$ cat src/logic/mrre_pkg.sv
`default_nettype none
package mrre_pkg;
    // byte offsets on the register bus
    localparam logic [9:0] MRRE_OFF_CMD = 10'h000;
    localparam logic [9:0] MRRE_OFF_ACC = 10'h004;
    localparam logic [9:0] MRRE_OFF_STAT = 10'h008;
    localparam logic [9:0] MRRE_OFF_PC = 10'h00C;
    localparam logic [9:0] MRRE_OFF_SP = 10'h010;
    localparam logic [9:0] MRRE_OFF_CALL = 10'h014;
    // address bit that selects the data-memory window
    localparam int unsigned MRRE_RF_SEL_BIT = 9;
    localparam int unsigned MRRE_RF_IDX_LSB = 2;
    // command word fields
    localparam int unsigned MRRE_OP_LSB = 0;
    localparam int unsigned MRRE_OP_W = 3;
    localparam int unsigned MRRE_DEST_BIT = 3;
    localparam int unsigned MRRE_REG_LSB = 4;
    localparam int unsigned MRRE_REG_W = 7;
    localparam int unsigned MRRE_IMM_LSB = 16;
    // status register fields
    localparam int unsigned MRRE_C_BIT = 0;
    localparam int unsigned MRRE_Z_BIT = 1;
    localparam int unsigned MRRE_GIE_BIT = 2;
    // sizes
    localparam int unsigned MRRE_DW = 8;
    localparam int unsigned MRRE_PC_W = 11;
    localparam int unsigned MRRE_SP_W = 4;
    localparam int unsigned MRRE_STK_IW = 3;
    localparam int unsigned MRRE_RF_DEPTH = 128;
    localparam logic [3:0] MRRE_STK_DEPTH = 4'h8;
    // reset values and steps
    localparam logic [7:0] MRRE_ACC_RST = 8'h00;
    localparam logic [7:0] MRRE_ZERO8 = 8'h00;
    localparam logic [10:0] MRRE_PC_RST = 11'h000;
    localparam logic [10:0] MRRE_PC_STEP = 11'h001;
    localparam logic [3:0] MRRE_SP_RST = 4'h0;
    localparam logic [3:0] MRRE_SP_STEP = 4'h1;
    localparam logic [31:0] MRRE_RD_ZERO = 32'h0000_0000;
    // instruction codes in the command word
    typedef enum logic [2:0] {
        REGISTER_COPY_OP = 3'h0,
        INTERRUPT_EXIT_OP = 3'h1,
        EXIT_WITH_LITERAL_OP = 3'h2,
        SUBROUTINE_EXIT_OP = 3'h3,
        ROTATE_LEFT_CARRY_OP = 3'h4,
        ROTATE_RIGHT_CARRY_OP = 3'h5
    } mrre_op_t;
    // bus sequencer states
    typedef enum logic [2:0] {
        ST_IDLE = 3'b001,
        ST_SECOND = 3'b010,
        ST_ACK = 3'b100
    } mrre_state_t;
endpackage : mrre_pkg
`default_nettype wire

$ cat src/logic/mrre_core.sv
// Notes on behaviour
// - copy op writes register to accumulator if dest 0, else back; one cycle
// - copy op sets zero flag from moved value, also on write-back
// - interrupt exit loads pc from stack top, sets interrupt enable; two cycles
// - literal exit loads accumulator with immediate, pc from stack; two cycles
// - subroutine exit loads pc from stack top; accumulator, flags untouched
// - rotate left: carry into bit 0, bit 7 out to carry
// - rotate right: carry into bit 7, bit 0 out to carry
// - rotate dest 1 writes back to register, dest 0 to accumulator
// - call pushes address of the next instruction onto the stack top
`default_nettype none
module mrre_core
    import mrre_pkg::*;
(
    // clock and reset
    input wire logic clk_i,
    input wire logic rst_b_i,
    // avalon-mm slave
    input wire logic [9:0] avs_address_i,
    input wire logic avs_read_i,
    input wire logic avs_write_i,
    input wire logic [31:0] avs_writedata_i,
    input wire logic [3:0] avs_byteenable_i,
    output logic [31:0] avs_readdata_o,
    output logic avs_waitrequest_o,
    // core state
    output logic [7:0] acc_o,
    output logic [10:0] pc_o,
    output logic carry_o,
    output logic zero_o,
    output logic global_interrupt_enable_o
);

    function automatic logic is_return(input mrre_op_t op);
        is_return = (op == INTERRUPT_EXIT_OP) ||
                    (op == EXIT_WITH_LITERAL_OP) ||
                    (op == SUBROUTINE_EXIT_OP);
    endfunction : is_return

    function automatic logic is_rotate(input mrre_op_t op);
        is_rotate = (op == ROTATE_LEFT_CARRY_OP) ||
                    (op == ROTATE_RIGHT_CARRY_OP);
    endfunction : is_rotate

    mrre_state_t state_r;
    logic [7:0] acc_r;
    logic [10:0] pc_r;
    logic carry_r;
    logic zero_r;
    logic gie_r;
    logic [3:0] sp_r;
    logic [10:0] stack_r [0:7];
    logic [7:0] rf_r [0:MRRE_RF_DEPTH-1];
    logic [31:0] rdata_r;

    logic start;
    logic wr_go;
    logic exec;
    logic call_go;
    logic sec_ret;
    logic sec_call;
    logic two_cycle;
    logic dest;
    mrre_op_t op;
    logic [6:0] reg_idx;
    logic [7:0] imm;
    logic [7:0] rd_val;
    logic [7:0] rot_res;
    logic [2:0] top_idx;
    logic [10:0] stack_top;
    logic in_rf;
    logic [6:0] rf_bus_idx;

    always_comb begin
        op = mrre_op_t'(avs_writedata_i[MRRE_OP_LSB +: MRRE_OP_W]);
        dest = avs_writedata_i[MRRE_DEST_BIT];
        reg_idx = avs_writedata_i[MRRE_REG_LSB +: MRRE_REG_W];
        imm = avs_writedata_i[MRRE_IMM_LSB +: MRRE_DW];
        rd_val = rf_r[reg_idx];
        in_rf = avs_address_i[MRRE_RF_SEL_BIT];
        rf_bus_idx = avs_address_i[MRRE_RF_IDX_LSB +: MRRE_REG_W];
        start = (state_r == ST_IDLE) && (avs_read_i || avs_write_i);
        wr_go = start && avs_write_i && avs_byteenable_i[0];
        exec = wr_go && (avs_address_i == MRRE_OFF_CMD);
        call_go = wr_go && (avs_address_i == MRRE_OFF_CALL);
        two_cycle = (exec && is_return(op)) || call_go;
        sec_ret = (state_r == ST_SECOND) && avs_write_i &&
                  (avs_address_i == MRRE_OFF_CMD) && is_return(op);
        sec_call = (state_r == ST_SECOND) && avs_write_i &&
                   (avs_address_i == MRRE_OFF_CALL);
        top_idx = 3'(sp_r - MRRE_SP_STEP);
        stack_top = stack_r[top_idx];
        rot_res = rd_val;
        if (op == ROTATE_LEFT_CARRY_OP) begin
            rot_res = {rd_val[6:0], carry_r};
        end else if (op == ROTATE_RIGHT_CARRY_OP) begin
            rot_res = {carry_r, rd_val[7:1]};
        end
    end

    // bus sequencer: one or two execute cycles, then one answer cycle
    always_ff @(posedge clk_i) begin
        if (!rst_b_i) begin
            state_r <= ST_IDLE;
        end else begin
            case (state_r)
                ST_IDLE: begin
                    if (start) begin
                        state_r <= two_cycle ? ST_SECOND : ST_ACK;
                    end
                end
                ST_SECOND: state_r <= ST_ACK;
                ST_ACK: state_r <= ST_IDLE;
                default: state_r <= ST_IDLE;
            endcase
        end
    end

    always_ff @(posedge clk_i) begin
        if (!rst_b_i) begin
            acc_r <= MRRE_ACC_RST;
        end else if (wr_go && avs_address_i == MRRE_OFF_ACC) begin
            acc_r <= avs_writedata_i[MRRE_DW-1:0];
        end else if (exec) begin
            case (op)
                REGISTER_COPY_OP: begin
                    if (!dest) begin
                        acc_r <= rd_val;
                    end
                end
                EXIT_WITH_LITERAL_OP: acc_r <= imm;
                ROTATE_LEFT_CARRY_OP, ROTATE_RIGHT_CARRY_OP: begin
                    if (!dest) begin
                        acc_r <= rot_res;
                    end
                end
                default: acc_r <= acc_r;
            endcase
        end
    end

    // status flags; returns leave carry and zero alone
    always_ff @(posedge clk_i) begin
        if (!rst_b_i) begin
            carry_r <= 1'b0;
            zero_r <= 1'b0;
            gie_r <= 1'b0;
        end else if (wr_go && avs_address_i == MRRE_OFF_STAT) begin
            carry_r <= avs_writedata_i[MRRE_C_BIT];
            zero_r <= avs_writedata_i[MRRE_Z_BIT];
            gie_r <= avs_writedata_i[MRRE_GIE_BIT];
        end else if (exec && op == REGISTER_COPY_OP) begin
            zero_r <= (rd_val == MRRE_ZERO8);
        end else if (exec && is_rotate(op)) begin
            carry_r <= (op == ROTATE_LEFT_CARRY_OP) ? rd_val[7] : rd_val[0];
        end else if (sec_ret && op == INTERRUPT_EXIT_OP) begin
            gie_r <= 1'b1;
        end
    end

    always_ff @(posedge clk_i) begin
        if (!rst_b_i) begin
            pc_r <= MRRE_PC_RST;
        end else if (wr_go && avs_address_i == MRRE_OFF_PC) begin
            pc_r <= avs_writedata_i[MRRE_PC_W-1:0];
        end else if (exec && is_return(op)) begin
            pc_r <= stack_top;
        end else if (sec_call) begin
            pc_r <= avs_writedata_i[MRRE_PC_W-1:0];
        end
    end

    // stack pointer counts used levels; push when full is dropped
    always_ff @(posedge clk_i) begin
        if (!rst_b_i) begin
            sp_r <= MRRE_SP_RST;
        end else if (call_go && sp_r < MRRE_STK_DEPTH) begin
            sp_r <= sp_r + MRRE_SP_STEP;
        end else if (sec_ret && sp_r != MRRE_SP_RST) begin
            sp_r <= sp_r - MRRE_SP_STEP;
        end
    end

    always_ff @(posedge clk_i) begin
        if (call_go && sp_r < MRRE_STK_DEPTH) begin
            stack_r[sp_r[MRRE_STK_IW-1:0]] <= pc_r + MRRE_PC_STEP;
        end
    end

    always_ff @(posedge clk_i) begin
        if (wr_go && in_rf) begin
            rf_r[rf_bus_idx] <= avs_writedata_i[MRRE_DW-1:0];
        end else if (exec && dest && op == REGISTER_COPY_OP) begin
            rf_r[reg_idx] <= rd_val;
        end else if (exec && dest && is_rotate(op)) begin
            rf_r[reg_idx] <= rot_res;
        end
    end

    always_ff @(posedge clk_i) begin
        if (!rst_b_i) begin
            rdata_r <= MRRE_RD_ZERO;
        end else if (start && avs_read_i) begin
            rdata_r <= MRRE_RD_ZERO;
            if (in_rf) begin
                rdata_r[MRRE_DW-1:0] <= rf_r[rf_bus_idx];
            end else begin
                case (avs_address_i)
                    MRRE_OFF_ACC: rdata_r[MRRE_DW-1:0] <= acc_r;
                    MRRE_OFF_STAT: begin
                        rdata_r[MRRE_C_BIT] <= carry_r;
                        rdata_r[MRRE_Z_BIT] <= zero_r;
                        rdata_r[MRRE_GIE_BIT] <= gie_r;
                    end
                    MRRE_OFF_PC: rdata_r[MRRE_PC_W-1:0] <= pc_r;
                    MRRE_OFF_SP: rdata_r[MRRE_SP_W-1:0] <= sp_r;
                    default: rdata_r <= MRRE_RD_ZERO;
                endcase
            end
        end
    end

    assign avs_readdata_o = rdata_r;
    assign avs_waitrequest_o = (state_r != ST_ACK);
    assign acc_o = acc_r;
    assign pc_o = pc_r;
    assign carry_o = carry_r;
    assign zero_o = zero_r;
    assign global_interrupt_enable_o = gie_r;
endmodule : mrre_core
`default_nettype wire

$ cat config.mk
export PLATFORM = sky130hd
export DESIGN_NAME = mrre_core
export DESIGN_NICKNAME = d
export VERILOG_FILES = /design/src/logic/mrre_pkg.sv /design/src/logic/mrre_core.sv
export SDC_FILE = /design/constraint.sdc
export NUM_CORES = 2
export LEC_CHECK = 0
export ABC_AREA = 0
export BUFFER_PORTS_ARGS = -buffer_cell sky130_fd_sc_hd__buf_2
export CAP_MARGIN = 20
export CORE_MARGIN = 5
export CORE_UTILIZATION = 30
export DETAILED_ROUTE_END_ITERATION = 10
export SYNTH_ARGS = -nofsm -noshare
export SYNTH_HDL_FRONTEND = slang
export SYNTH_SLANG_ARGS = --single-unit
$ cat constraint.sdc
create_clock -name clk_i -period 27.4 [get_ports clk_i]
set_input_delay 1.37 -clock clk_i [delete_from_list [all_inputs] [get_ports clk_i]]
set_output_delay 1.37 -clock clk_i [all_outputs]
set_load 0.02 [all_outputs]
==> flow_metrics.tcl <==
set metrics [dict create \
    status "completed" \
    reg2reg_depth 8 \
    post-dp-hpwl_um 107000 \
    synth_warnings 0 \
    hp-start "avs_readdata_o[9]$_SDFFE_PN0P_" \
    clkSlewWorstSetupHoldPaths_ns 0.06 \
    rsz0062_at_grt "false" \
    crit_type "in2reg" \
    placed_cells 5154 \
    track_usage 0.171 \
    period_minus_slack_ns 7.55 \
    place_congestion 0.896 \
    grt_max_degree 97 \
    skew_ns 0.0453 \
    power_density_nw_per_um2 62.5 \
    start_util 0.302 \
    avgViaCountPerCell 5.70 \
    area_delta_synth_final_pct 13.0 \
    clk_latency_ns 0.74 \
    routed_wl_um 164000 \
    critPathCaptureType "flip-flop" \
    tns_ns 0 \
    finalNonFillerCells 5379 \
    clk_path_buf_depth 3 \
    die_x_um 434 \
    cts_root_buffer "clkbuf_16" \
    slew_headroom 0.189 \
    power_uw 3820 \
    drc_errors 0 \
    post_drt_wl_per_cell_um 30.5 \
    rows 155 \
    cp.arrival_ns 7.92 \
    crit_chain "buf_8 > buf_12 > buf_12 > buf_4 > mux4_2 > nand2_1 > a32o_1 > a211o_1 > a32oi_1 > mux2_2 > o22ai_1 > o21ai_4 > buf_4" \
    synth_area_leader_cell "edfxtp_1" \
    io_pins 105 \
    synth_area_leaders "edfxtp_1, mux4_2, mux2i_1, dfxtp_1, nor2_1" \
    numPortBuffers 67 \
    vias 30700 \
    cts_tree "built" \
    cts_buffers 117 \
    worstMarginPinSlew_ns 1.21 \
    netlist_area_sq_um 54000 \
    antenna_found_initial 8 \
    setup-violations-final 0 \
    synth_edf_count 1112 \
    die_h_um 434 \
    hold_end "avs_readdata_o[9]$_SDFFE_PN0P_" \
    min_path_cells 2 \
    die-area_sq_um 189000 \
    grt_pass1_wl_um 232000 \
    clock_sinks 1152 \
    hold_violations 0 \
    ys.flop_type "edfxtp_1" \
    synth.avg_cell_area_sq_um 18.9 \
    drt_pass1_iterations 6 \
    htreeDepth 3 \
    yosysMostFrequentCell "edfxtp_1" \
    overflow 0 \
    peakVddDrop_uv 56.7 \
    cp_data_required_time_ns 27.76 \
    reg2reg_to "rf_r[119][4]$_DFFE_PP_" \
    synth_seq_cells 1152 \
    ant_nets 0 \
    fin_util 0.342 \
    drv_slew 0 \
    layout.nets 2975 \
    whs_ns 0.465 \
    synthTopCellsByCount "edfxtp_1, mux4_2, nor2_1" \
    first_global_vias 30500 \
    maxCapViolations 0 \
    core_region_area_sq_um 179000 \
    hold_buffers 0 \
    p_leak_uw 0.0187 \
    yosysSeqAreaShare 0.633 \
    fin_crit_sh 0.276 \
    synthCells 2853 \
    max_freq_ghz 0.132 \
    synth_top_area_frac 0.618 \
    drt-initial-drc-count 3469 \
    async_reset_ff_frac 0 \
    cts_resized 0 \
    r2r_slack_ns 22.45 \
    min_path_type "reg2reg" \
    drive_gt1_frac 0.320 \
    crit_path_start_kind "input port" \
    cp_max_fo 89 \
    reg2reg_from "state_r[0]$_SDFFE_PN1P_" \
    cp_slowest_cell "buf_4" \
    post_cts_buffers 0 \
    yosysUniqueCellTypes 76 \
    cpPeakStageDelay_ns 0.82 \
]
## worst max-delay path, delay by kind of cell
family	cells	cell delay [ns]
AND/OR/NAND/NOR	1	0.10
AO/OA/AOI/OAI	5	2.22
multiplexers	2	0.69
buffers and inverters	5	3.20
## worst max-delay path by stage
stage / startpoint / to / slack (ns)
floorplan: avs_writedata_i[5] / rf_r[0][5]$_DFFE_PP_ / 17.54
global placement: avs_writedata_i[4] / rf_r[20][4]$_DFFE_PP_ / 19.10
detailed placement: avs_writedata_i[4] / rf_r[21][4]$_DFFE_PP_ / 19.04
CTS: avs_writedata_i[4] / rf_r[62][4]$_DFFE_PP_ / 19.78
global route: avs_writedata_i[4] / rf_r[60][4]$_DFFE_PP_ / 19.37
finish: avs_writedata_i[4] / rf_r[60][4]$_DFFE_PP_ / 19.85
## cell usage in the layout, fill, tap and decap left out, types with 22 or more instances in the layout
cell and count:
clkbuf_16 122, dfxtp_1 39, nand3_1 27, clkinv_1 25, nor2_1 179, clkbuf_1 28, o21ai_0 31, mux2i_1 83
o22ai_1 40, nand2_1 108, edfxtp_1 1112, mux4_2 581, buf_2 60, a22oi_1 44, a21oi_1 46, buf_4 85
clkinv_2 22
## power breakdown
| group | internal, uW | switching [uW] | total (uW) |
|---|---|---|---|
| registers | 1930 | 1.02 | 1930 |
| logic | 114 | 195 | 309 |
| clock network | 897 | 680 | 1580 |
| total | 2940 | 876 | 3820 |
## stage by stage
stage | area (sq um) | worst slack (ns)
after detailed placement | 57200 | 19.04
after CTS | 61000 | 19.78
after global placement | 57200 | 19.10
final | 61100 | 19.85
after floorplan | 54100 | 17.54
after global routing | 61100 | 19.37
## layout make-up
type,instances,area [sq um]
multi-input combinational,1476,18900
antenna,4,10.0
timing repair buffer,163,1230
tap,2355,2950
clock inverter,67,596
fill,16800,118000
clock buffer,150,3160
inverter,12,45.0
sequential,1152,34200
## kinds of logic after synthesis
family | count (synthesis) | share of synthesized area
other | 1 | 0.0000694
XOR/XNOR | 12 | 0.00194
multiplexers | 697 | 0.266
buffers and inverters | 245 | 0.0221
flip-flops | 1152 | 0.633
AND/OR/NAND/NOR | 442 | 0.0375
AO/OA/AOI/OAI | 301 | 0.0388
adder cells (fa/ha/maj) | 3 | 0.000695
## per-layer routing
layer  global-route usage  wire (um)
met1                0.223      63600
met4               0.0746       7630
met2                0.280      79300
met3               0.0330      13800
met5                    0         12
## registers in the layout, indices dropped and copies added, names as in the netlist
name / flops
acc_o: 8
stack_r: 88
state_r: 3
zero_o: 1
pc_o: 11
sp_r: 4
global_interrupt_enable_o: 1
rf_r: 1024
avs_readdata_o: 11
carry_o: 1
(Power assumes the default switching activity.)
